==> config.mk <==
export PLATFORM = sky130hd
export DESIGN_NAME = imu_top
export DESIGN_NICKNAME = d
export VERILOG_FILES = /design/src/include/imu_pkg.sv /design/src/rtl/imu_top.sv
export SDC_FILE = /design/constraint.sdc
export NUM_CORES = 1
export LEC_CHECK = 0
export BUFFER_PORTS_ARGS = -buffer_cell sky130_fd_sc_hd__buf_2
export CAP_MARGIN = 20
export CELL_PAD_IN_SITES_DETAIL_PLACEMENT = 0
export CELL_PAD_IN_SITES_GLOBAL_PLACEMENT = 1
export CORE_MARGIN = 8
export CORE_UTILIZATION = 51
export DETAILED_ROUTE_END_ITERATION = 6
export GPL_ROUTABILITY_DRIVEN = 0
export PLACE_DENSITY = 0.95
export SETUP_SLACK_MARGIN = 0.02
export SYNTH_ARGS = -nofsm -noshare
export SYNTH_HDL_FRONTEND = slang
export SYNTH_SLANG_ARGS = --single-unit
==> constraint.sdc <==
create_clock -name i_clk_sys -period 11.7 [get_ports i_clk_sys]
set_input_delay 2.34 -clock i_clk_sys [delete_from_list [all_inputs] [get_ports i_clk_sys]]
set_output_delay 2.34 -clock i_clk_sys [all_outputs]
set_load 0.02 [all_outputs]
==> src/include/imu_pkg.sv <==
// constants and types of the integer multiply unit
// assumes one core clock domain shared with the instruction decoder
package imu_pkg;
	localparam int DATA_W = 16;
	localparam int PROD_W = 32;
	localparam int ACC_W = 40;
	localparam int LIT_W = 5;
	localparam int IDX_W = 4;
	localparam logic [3:0] FILE_LO_IDX = 4'h2;
	localparam logic [3:0] FILE_HI_IDX = 4'h3;
	localparam logic [3:0] IDX_STEP = 4'h1;
	localparam logic [15:0] DATA_RST = 16'h0000;
	localparam logic [39:0] ACC_RST = 40'h00_0000_0000;
	localparam logic [3:0] IDX_RST = 4'h0;

	// destination form of a multiply
	typedef enum logic [1:0] {
		imu_form_pair,
		imu_form_word,
		imu_form_acc,
		imu_form_file
	} imu_form_t;

	typedef enum logic {
		imu_st_idle,
		imu_st_extra
	} imu_state_t;
endpackage

==> src/rtl/imu_top.sv <==
// integer multiply datapath: one request in, registered write-back out
// assumes the decoder drives requests synchronously and honours o_busy
`timescale 1ns/1ns
module imu_top (
	input wire logic i_clk_sys,
	input wire logic i_sys_rst,
	input wire logic i_valid,
	input wire imu_pkg::imu_form_t i_form,
	input wire logic i_base_signed,
	input wire logic i_src_signed,
	input wire logic i_use_lit,
	input wire logic i_sfr_ext,
	input wire logic [15:0] i_base_operand_reg,
	input wire logic [15:0] i_source_operand_reg,
	input wire logic [4:0] i_short_literal,
	input wire logic [15:0] i_file_operand,
	input wire logic [15:0] i_default_work_reg,
	input wire logic [3:0] i_dst_idx,
	input wire logic i_acc_sel,
	output logic o_busy,
	output logic o_lo_we,
	output logic [3:0] o_lo_idx,
	output logic [15:0] o_lo_data,
	output logic o_hi_we,
	output logic [3:0] o_hi_idx,
	output logic [15:0] o_hi_data,
	output logic o_acc_we,
	output logic o_acc_sel,
	output logic [39:0] o_acc_data,
	output logic o_status_we
);
	// 17-bit extension lets one signed multiplier serve all four signedness variants
	function automatic logic [31:0] mul_ext(input logic [15:0] a, input logic [15:0] b,
		input logic sa, input logic sb);
		logic signed [16:0] ea;
		logic signed [16:0] eb;
		logic signed [33:0] p;
		ea = $signed({sa & a[15], a});
		eb = $signed({sb & b[15], b});
		p = ea * eb;
		return p[31:0];
	endfunction

	imu_pkg::imu_state_t state, next_state;
	imu_pkg::imu_form_t pend_form, next_pend_form;
	logic [15:0] pend_a, next_pend_a, pend_b, next_pend_b;
	logic pend_sa, next_pend_sa, pend_sb, next_pend_sb, pend_acc, next_pend_acc;
	logic [3:0] pend_idx, next_pend_idx;
	logic next_busy, next_lo_we, next_hi_we, next_acc_we, next_acc_sel;
	logic [3:0] next_lo_idx, next_hi_idx;
	logic [15:0] next_lo_data, next_hi_data;
	logic [39:0] next_acc_data;

	logic [15:0] fr_a, fr_b;
	logic fr_sa, fr_sb;
	imu_pkg::imu_form_t cur_form;
	logic [15:0] cur_a, cur_b, cur_lo;
	logic cur_sa, cur_sb, cur_acc, issue;
	logic [3:0] cur_idx;
	logic [31:0] cur_prod;

	always_comb begin
		// operand resolution for a fresh request
		fr_a = i_base_operand_reg;
		fr_b = i_source_operand_reg;
		fr_sa = i_base_signed;
		fr_sb = i_src_signed;
		if (i_form == imu_pkg::imu_form_file) begin
			fr_a = i_file_operand;
			fr_b = i_default_work_reg;
			fr_sa = 1'b0;
			fr_sb = 1'b0;
		end else if (i_use_lit) begin
			fr_b = {11'h000, i_short_literal};
			fr_sb = 1'b0;
		end
	end

	always_comb begin
		if (state == imu_pkg::imu_st_extra) begin
			cur_form = pend_form;
			cur_a = pend_a;
			cur_b = pend_b;
			cur_sa = pend_sa;
			cur_sb = pend_sb;
			cur_idx = pend_idx;
			cur_acc = pend_acc;
		end else begin
			cur_form = i_form;
			cur_a = fr_a;
			cur_b = fr_b;
			cur_sa = fr_sa;
			cur_sb = fr_sb;
			cur_idx = i_dst_idx;
			cur_acc = i_acc_sel;
		end
		cur_prod = mul_ext(cur_a, cur_b, cur_sa, cur_sb);
		cur_lo = cur_prod[15:0];
		issue = (state == imu_pkg::imu_st_extra) ||
			(state == imu_pkg::imu_st_idle && i_valid && !i_sfr_ext);
	end

	always_comb begin
		next_state = state;
		next_pend_form = pend_form;
		next_pend_a = pend_a;
		next_pend_b = pend_b;
		next_pend_sa = pend_sa;
		next_pend_sb = pend_sb;
		next_pend_idx = pend_idx;
		next_pend_acc = pend_acc;
		next_busy = 1'b0;
		next_lo_we = 1'b0;
		next_hi_we = 1'b0;
		next_acc_we = 1'b0;
		next_lo_idx = o_lo_idx;
		next_hi_idx = o_hi_idx;
		next_lo_data = o_lo_data;
		next_hi_data = o_hi_data;
		next_acc_sel = o_acc_sel;
		next_acc_data = o_acc_data;
		case (state)
			imu_pkg::imu_st_idle: begin
				if (i_valid && i_sfr_ext) begin
					// hold the request one cycle for the slow peripheral access
					next_state = imu_pkg::imu_st_extra;
					next_busy = 1'b1;
					next_pend_form = i_form;
					next_pend_a = fr_a;
					next_pend_b = fr_b;
					next_pend_sa = fr_sa;
					next_pend_sb = fr_sb;
					next_pend_idx = i_dst_idx;
					next_pend_acc = i_acc_sel;
				end
			end
			imu_pkg::imu_st_extra: begin
				next_state = imu_pkg::imu_st_idle;
			end
			default: begin
				next_state = imu_pkg::imu_st_idle;
			end
		endcase
		if (issue) begin
			case (cur_form)
				imu_pkg::imu_form_pair: begin
					next_lo_we = 1'b1;
					next_hi_we = 1'b1;
					next_lo_idx = cur_idx;
					// index wraps at the top of the register file
					next_hi_idx = cur_idx + imu_pkg::IDX_STEP;
					next_lo_data = cur_prod[15:0];
					next_hi_data = cur_prod[31:16];
				end
				imu_pkg::imu_form_word: begin
					next_lo_we = 1'b1;
					next_lo_idx = cur_idx;
					next_lo_data = cur_lo;
				end
				imu_pkg::imu_form_acc: begin
					next_acc_we = 1'b1;
					next_acc_sel = cur_acc;
					next_acc_data = {{8{cur_prod[31] & (cur_sa | cur_sb)}}, cur_prod};
				end
				imu_pkg::imu_form_file: begin
					next_lo_we = 1'b1;
					next_hi_we = 1'b1;
					next_lo_idx = imu_pkg::FILE_LO_IDX;
					next_hi_idx = imu_pkg::FILE_HI_IDX;
					next_lo_data = cur_prod[15:0];
					next_hi_data = cur_prod[31:16];
				end
				default: begin
					next_lo_we = 1'b0;
				end
			endcase
		end
	end

	always_ff @(posedge i_clk_sys or posedge i_sys_rst) begin
		if (i_sys_rst) begin
			state <= imu_pkg::imu_st_idle;
			pend_form <= imu_pkg::imu_form_pair;
			pend_a <= imu_pkg::DATA_RST;
			pend_b <= imu_pkg::DATA_RST;
			pend_sa <= 1'b0;
			pend_sb <= 1'b0;
			pend_idx <= imu_pkg::IDX_RST;
			pend_acc <= 1'b0;
			o_busy <= 1'b0;
			o_lo_we <= 1'b0;
			o_hi_we <= 1'b0;
			o_acc_we <= 1'b0;
			o_lo_idx <= imu_pkg::IDX_RST;
			o_hi_idx <= imu_pkg::IDX_RST;
			o_lo_data <= imu_pkg::DATA_RST;
			o_hi_data <= imu_pkg::DATA_RST;
			o_acc_sel <= 1'b0;
			o_acc_data <= imu_pkg::ACC_RST;
			o_status_we <= 1'b0;
		end else begin
			state <= next_state;
			pend_form <= next_pend_form;
			pend_a <= next_pend_a;
			pend_b <= next_pend_b;
			pend_sa <= next_pend_sa;
			pend_sb <= next_pend_sb;
			pend_idx <= next_pend_idx;
			pend_acc <= next_pend_acc;
			o_busy <= next_busy;
			o_lo_we <= next_lo_we;
			o_hi_we <= next_hi_we;
			o_acc_we <= next_acc_we;
			o_lo_idx <= next_lo_idx;
			o_hi_idx <= next_hi_idx;
			o_lo_data <= next_lo_data;
			o_hi_data <= next_hi_data;
			o_acc_sel <= next_acc_sel;
			o_acc_data <= next_acc_data;
			o_status_we <= 1'b0;
		end
	end

	// checks
	logic fresh;
	logic [31:0] lit_expect;
	assign fresh = state == imu_pkg::imu_st_idle && i_valid && !i_sfr_ext;
	assign lit_expect = mul_ext(i_base_operand_reg, {11'h000, i_short_literal},
		i_base_signed, 1'b0);
endmodule

### Yosys cells after proc, flatten, opt, wreduce, memory -nomap -nowiden

Index checks and enable logic that the tools add are counted.

| cells by class | value |
|---|---|
| shift-type cells | 0 |
| div/mod/pow operators | 0 |
| add/subtract/negate cells | 1 |
| muxes and demuxes | 24 |
| magnitude comparators | 0 |
| equal/unequal tests | 4 |
| reduce and logical (&&, ||, !) cells | 17 |
| multipliers | 1 |
| bitwise logic cells | 5 |

Operators by type and width:

| cell | count |
|---|---|
| $mux W16 | 5 |
| $mul A17 B17 Y32 | 1 |
| $pmux W4 S2 | 2 |
| $mux W1 | 14 |
| $reduce_and A2 Y1 | 6 |
| $eq A2 B2 Y1 const B | 3 |
| $add A4 B1 Y4 const B | 1 |
| $mux W4 | 1 |
| $reduce_bool A2 Y1 | 2 |
| $reduce_or A2 Y1 | 2 |
| $and A1 B1 Y1 | 3 |
| $logic_and A1 B1 Y1 | 3 |
| $reduce_or A3 Y1 | 1 |
| $eq A2 B1 Y1 const B | 1 |
| $logic_not A2 Y1 | 1 |
| $mux W2 | 1 |
| $pmux W1 S2 | 1 |
| $logic_not A1 Y1 | 1 |
| $logic_or A1 B1 Y1 | 1 |
| $not A1 Y1 | 1 |
| $or A1 B1 Y1 | 1 |

| word-level totals | value |
|---|---|
| latch bits | 0 |
| logic and storage cells | 70 |
| input port bits | 83 |
| output and inout port bits | 86 |
| register bits after elaboration | 120 |
| memories | 0 |
| memory bits (writable) | 0 |
| memory bits (read-only) | 0 |

### Logic depth before layout (Yosys ltp)

| depth | value |
|---|---|
| depth in word-level cells | 6 |
| depth in mapped cells | 30 |
| mapped depth without buffers | 27 |

### Worst setup path after synthesis

Ideal clock, no wire load.

| timing path | value |
|---|---|
| path kind | input to register |
| start | input port i_use_lit |
| end | register o_hi_data[12] |
| arrival | 8841 ps |
| path slack | 2733 ps |
| library setup time | 126 ps |
| stages on the path | 27 |
| path buffers | 3 |
| required time | 11574 ps |
| path through | clkbuf_1 -> clkbuf_1 -> mux2i_1 -> nor2_1 -> a21oi_1 -> o21ai_1 -> nand2_1 -> fa_1 -> inv_1 -> fa_1 -> inv_1 -> fa_1 -> inv_1 -> fa_1 -> fa_1 -> inv_1 -> fa_1 -> inv_1 -> ha_1 -> buf_6 -> a21o_1 -> a21o_1 -> a211oi_4 -> a21boi_2 -> a2111oi_4 -> o21ai_2 -> a221o_1 |

| between the ends | value |
|---|---|
| cells in the longest elaborated chain, start to end | 5 |
| elaborated cells on any way between the ends | 8 |
| those cells by class | mul (1); mux (6); bitwise (1) |

RTL lines:

| what | RTL line | text |
|---|---|---|
| from (decl) | imu_top.sv:11 | `input wire logic i_use_lit,` |
| $mux W1 / $mux W16 (equally long branches) | imu_top.sv:73 | `end else if (i_use_lit) begin` |
| $mux W1 / $mux W16 (equally long branches) | imu_top.sv:68 | `if (i_form == imu_pkg::imu_form_file) begin` |
| $mux W1 / $mux W16 (equally long branches) | imu_top.sv:80 | `if (state == imu_pkg::imu_st_extra) begin` |
| $and A1 B1 Y1 | imu_top.sv:39 | `eb = $signed({sb & b[15], b});` |
| $mul A17 B17 Y32 * | imu_top.sv:40 | `p = ea * eb;` |
| to (signal assigned) | imu_top.sv:197 | `o_hi_data <= imu_pkg::DATA_RST;` |
| to (signal assigned) | imu_top.sv:217 | `o_hi_data <= next_hi_data;` |
| to (decl) | imu_top.sv:26 | `output logic [15:0] o_hi_data,` |

Every way passes the cells marked *; elsewhere a longest branch is shown, timed or not.
A chain may end at the register's enable or synchronous reset.

### Worst setup path in the final report

| timing path | value |
|---|---|
| start | input port i_form[1] |
| end | register, netlist name o_acc_data[32] |

| between the ends | value |
|---|---|
| cells in the longest elaborated chain, start to end | 6 |
| elaborated cells on any way between the ends | 17 |
| those cells by class | mul (1); eq/ne (2); mux (9); bitwise (4); reduce/logical (1) |

RTL lines:

| what | RTL line | text |
|---|---|---|
| from (decl) | imu_top.sv:8 | `input wire imu_pkg::imu_form_t i_form,` |
| $eq A2 B2 Y1 | imu_top.sv:68 |  |
| $mux W1 / $mux W16 (equally long branches) | imu_top.sv:68 |  |
| $mux W1 / $mux W16 (equally long branches) | imu_top.sv:80 |  |
| $and A1 B1 Y1 (on tied branches) | imu_top.sv:38, imu_top.sv:39 |  |
| $mul A17 B17 Y32 | imu_top.sv:40 |  |
| $and A1 B1 Y1 | imu_top.sv:163 | `next_acc_data = {{8{cur_prod[31] & (cur_sa \| cur_sb)}}, cur_prod};` |

Parallel ways exist; a longest one is shown, timed or not.

==> reports/summary.json <==
{
  "sum_neg_setup_slack": {"value": 0, "unit": "ns"},
  "critPathMaxFanout": {"value": 37},
  "min_period_over_period": {"value": 0.828},
  "maxSlewHeadroom": {"value": 0.169},
  "vias_per_cell": {"value": 5.46},
  "critical_path_required": {"value": 12.00, "unit": "ns"},
  "numPortBuffers": {"value": 167},
  "num-fill-cells": {"value": 2763},
  "post_synthesis_mean_instance_area": {"value": 8.92, "unit": "sq um"},
  "fp-row-count": {"value": 65},
  "hold_path_depth": {"value": 2},
  "depth_of_the_cts_h_tree": {"value": 4},
  "hold_path_class": {"value": "register to register"},
  "avgRoutedWirePerCell": {"value": 19.2, "unit": "microns"},
  "cts_tree": {"value": "yes"},
  "synth_nets": {"value": 2250},
  "first_global_vias": {"value": 13285},
  "nets": {"value": 2388},
  "r2r_slack": {"value": 3.71, "unit": "ns"},
  "timing.setup.critical_path_class": {"value": "input pin to register"},
  "drcViolationCount": {"value": 0},
  "grt_start_max_net_pins": {"value": 77},
  "yosysSeqAreaShare": {"value": 0.186},
  "ys.flop_type": {"value": "sky130_fd_sc_hd__dfrtp_1"},
  "min_delay_worst_endpoint": {"value": "o_acc_data[4]"},
  "drt-initial-drc-count": {"value": 882},
  "floorplan.die_area": {"value": 0.0374, "unit": "sq mm"},
  "timing_max_transition_violations_final": {"value": 0},
  "final_common_cell": {"value": "sky130_fd_sc_hd__nand2_1"},
  "grt_pass1_wl": {"value": 72.5, "unit": "mm"},
  "clock_skew": {"value": 0.0166, "unit": "ns"},
  "min_delay_src": {"value": "o_acc_data[4]"},
  "post_synth_inst_count": {"value": 1799},
  "groute.usage.overall": {"value": 0.245},
  "cts_buffers": {"value": 17},
  "detail_route.wirelength": {"value": 45.1, "unit": "mm"},
  "initial_utilization": {"value": 0.513},
  "setup_repair_after_global_routing_missed_its_margin": {"value": "no"},
  "vias": {"value": 12868},
  "place_hpwl": {"value": 35.7, "unit": "mm"},
  "postCtsSetupRepairBufs": {"value": 0},
  "worst-endpoint-arrival": {"value": 9.98, "unit": "ns"},
  "core_area": {"value": 0.0313, "unit": "sq mm"},
  "worst_margin_slew": {"value": 1.21, "unit": "ns"},
  "outcome": {"value": "completed"},
  "cells_on_worst_reg2reg_path": {"value": 21},
  "area.growth.synth_to_final": {"value": 11.5, "unit": "%"},
  "layout-drive-gt1-share": {"value": 0.144},
  "period_needed": {"value": 9.68, "unit": "ns"},
  "root_buffer": {"value": "sky130_fd_sc_hd__clkbuf_16"},
  "fp.dieH": {"value": 193, "unit": "microns"},
  "critical-path-top-delay-family": {"value": "adder cells"},
  "async_reset_ff_frac": {"value": 1.00},
  "io_pins": {"value": 169},
  "antenna_left": {"value": 0},
  "grt-ovfl-total": {"value": 0},
  "worstSkewPairLatency": {"value": 0.43, "unit": "ns"},
  "antenna_found_initial": {"value": 4},
  "critical_path_buf_inv_count": {"value": 6},
  "synth_enable_flop_cells": {"value": 0},
  "r2r_start": {"value": "o_busy"},
  "end_kind": {"value": "register"},
  "clk_pin_slew": {"value": 0.07, "unit": "ns"},
  "syn_std_cell_area": {"value": 0.0161, "unit": "sq mm"},
  "timing.rr.end": {"value": "o_hi_data[12]"},
  "cts.sink_count": {"value": 119},
  "layout_common_cells": {"value": "sky130_fd_sc_hd__nand2_1 (394), sky130_fd_sc_hd__inv_1 (326), sky130_fd_sc_hd__fa_1 (282), sky130_fd_sc_hd__buf_2 (167), sky130_fd_sc_hd__nor2_1 (160)"},
  "crit_slowest_cell": {"value": "sky130_fd_sc_hd__o21ai_1"},
  "total_of_hold_buffers_inserted_after_clock_tree_synthesis": {"value": 0},
  "netlist-cell-type-count": {"value": 65},
  "floorplan.die.width": {"value": 193, "unit": "microns"},
  "synth-warning-count": {"value": 0},
  "cts_max_path_buffers": {"value": 2},
  "critical_path.startpoint_type": {"value": "input pin"},
  "synth.ff_latch_count": {"value": 119},
  "timing.final.hold_violations": {"value": 0},
  "path_common_cell": {"value": "sky130_fd_sc_hd__fa_1"},
  "cp_slowest_stage_delay": {"value": 0.73, "unit": "ns"},
  "finalSetupViolCount": {"value": 0},
  "cts-resized-gates": {"value": 0},
  "drt_pass1_iterations": {"value": 7},
  "max_cap_viol_count": {"value": 0},
  "maximum_clock_frequency": {"value": 103, "unit": "MHz"}
}
-- kinds of logic after synthesis --
kind of cell	Yosys count	synth area share
buffers and inverters	399	0.0970
other	1	0.000234
AND/OR/NAND/NOR	630	0.160
adder cells (fa/ha/maj)	368	0.419
flip-flops	119	0.186
XOR/XNOR	37	0.0202
multiplexers	73	0.0486
AO/OA/AOI/OAI	172	0.0695
-- area by class of cell --
type	count	area, sq um	area share
clock inverter	14	188	0.0105
sequential	119	2980	0.167
antenna	4	10.0	0.000559
tap	402	503	0.0281
timing repair buffer	189	1020	0.0570
multi-input combinational	1281	11500	0.644
inverter	329	1240	0.0691
clock buffer	18	439	0.0245
-- cell usage after synthesis, drive strengths merged, types with 4 or more instances --
cell type | number | share of area
inv | 328 | 0.077
clkbuf | 49 | 0.011
buf | 21 | 0.0086
xnor2 | 22 | 0.012
a21o | 8 | 0.0038
xor2 | 15 | 0.0082
mux2i | 36 | 0.022
nand3b | 12 | 0.0056
nand3 | 7 | 0.0022
a211oi | 5 | 0.0031
nor2b | 7 | 0.0027
nand2b | 18 | 0.0070
nor3b | 5 | 0.0023
o211ai | 10 | 0.0050
nor3 | 5 | 0.0016
ha | 86 | 0.067
or2 | 4 | 0.0016
o21ai | 78 | 0.025
o31ai | 6 | 0.0028
mux2 | 37 | 0.026
nand2 | 395 | 0.093
o21a | 5 | 0.0023
and2 | 8 | 0.0031
nor2 | 160 | 0.037
fa | 282 | 0.35
dfrtp | 119 | 0.19
a21boi | 5 | 0.0026
a21oi | 32 | 0.010
-- metrics by stage --
stage,instance area (sq um),utilization,hold slack (ns),setup slack [ns],instances
2_1_floorplan,16100,-,0.440,2.73,1799
3_3_place_gp,17200,0.550,0.454,1.77,2316
3_5_place_dp,17200,0.550,0.458,1.64,2316
4_1_cts,17800,0.570,0.476,2.07,2348
5_1_grt,17900,0.572,0.488,1.67,2356
6_report,17900,0.572,0.468,2.02,2356
-- registers in the layout (all words and copies together), names as in the netlist, 2 cells and up --
signal and cells:
pend_a 16, o_hi_data 16, o_acc_data 33, o_lo_idx 4
pend_form 2, o_lo_data 16, o_hi_idx 4, pend_idx 4
pend_b 16
-- worst max-delay path by stage --
stage                   start              to  slack (ns)  cells past startpoint
floorplan           i_use_lit   o_hi_data[12]        2.73                     27
global placement    i_form[1]   o_hi_data[12]        1.77                     24
detailed placement  i_form[0]   o_hi_data[15]        1.64                     25
CTS                 i_form[0]  o_acc_data[32]        2.07                     25
global route        i_form[0]   o_hi_data[12]        1.67                     25
finish              i_form[1]  o_acc_data[32]        2.02                     25
-- worst min-delay path, cell delays in order (launching register included) --
cell	delay, ns
sky130_fd_sc_hd__dfrtp_1	0.34
sky130_fd_sc_hd__nand2_1	0.05
sky130_fd_sc_hd__nand2_1	0.05
-- per-layer routing --
| layer | GRT usage | part of all wire | wire [microns] |
|---|---|---|---|
| met5 | 0 | 0 | 0 |
| met4 | 0.107 | 0.042 | 1890 |
| met3 | 0.0493 | 0.070 | 3180 |
| met2 | 0.413 | 0.50 | 22700 |
| met1 | 0.303 | 0.38 | 17400 |
Power is not shown: default switching activity piles up to over one toggle a cycle in this logic, so the estimate is an artifact.
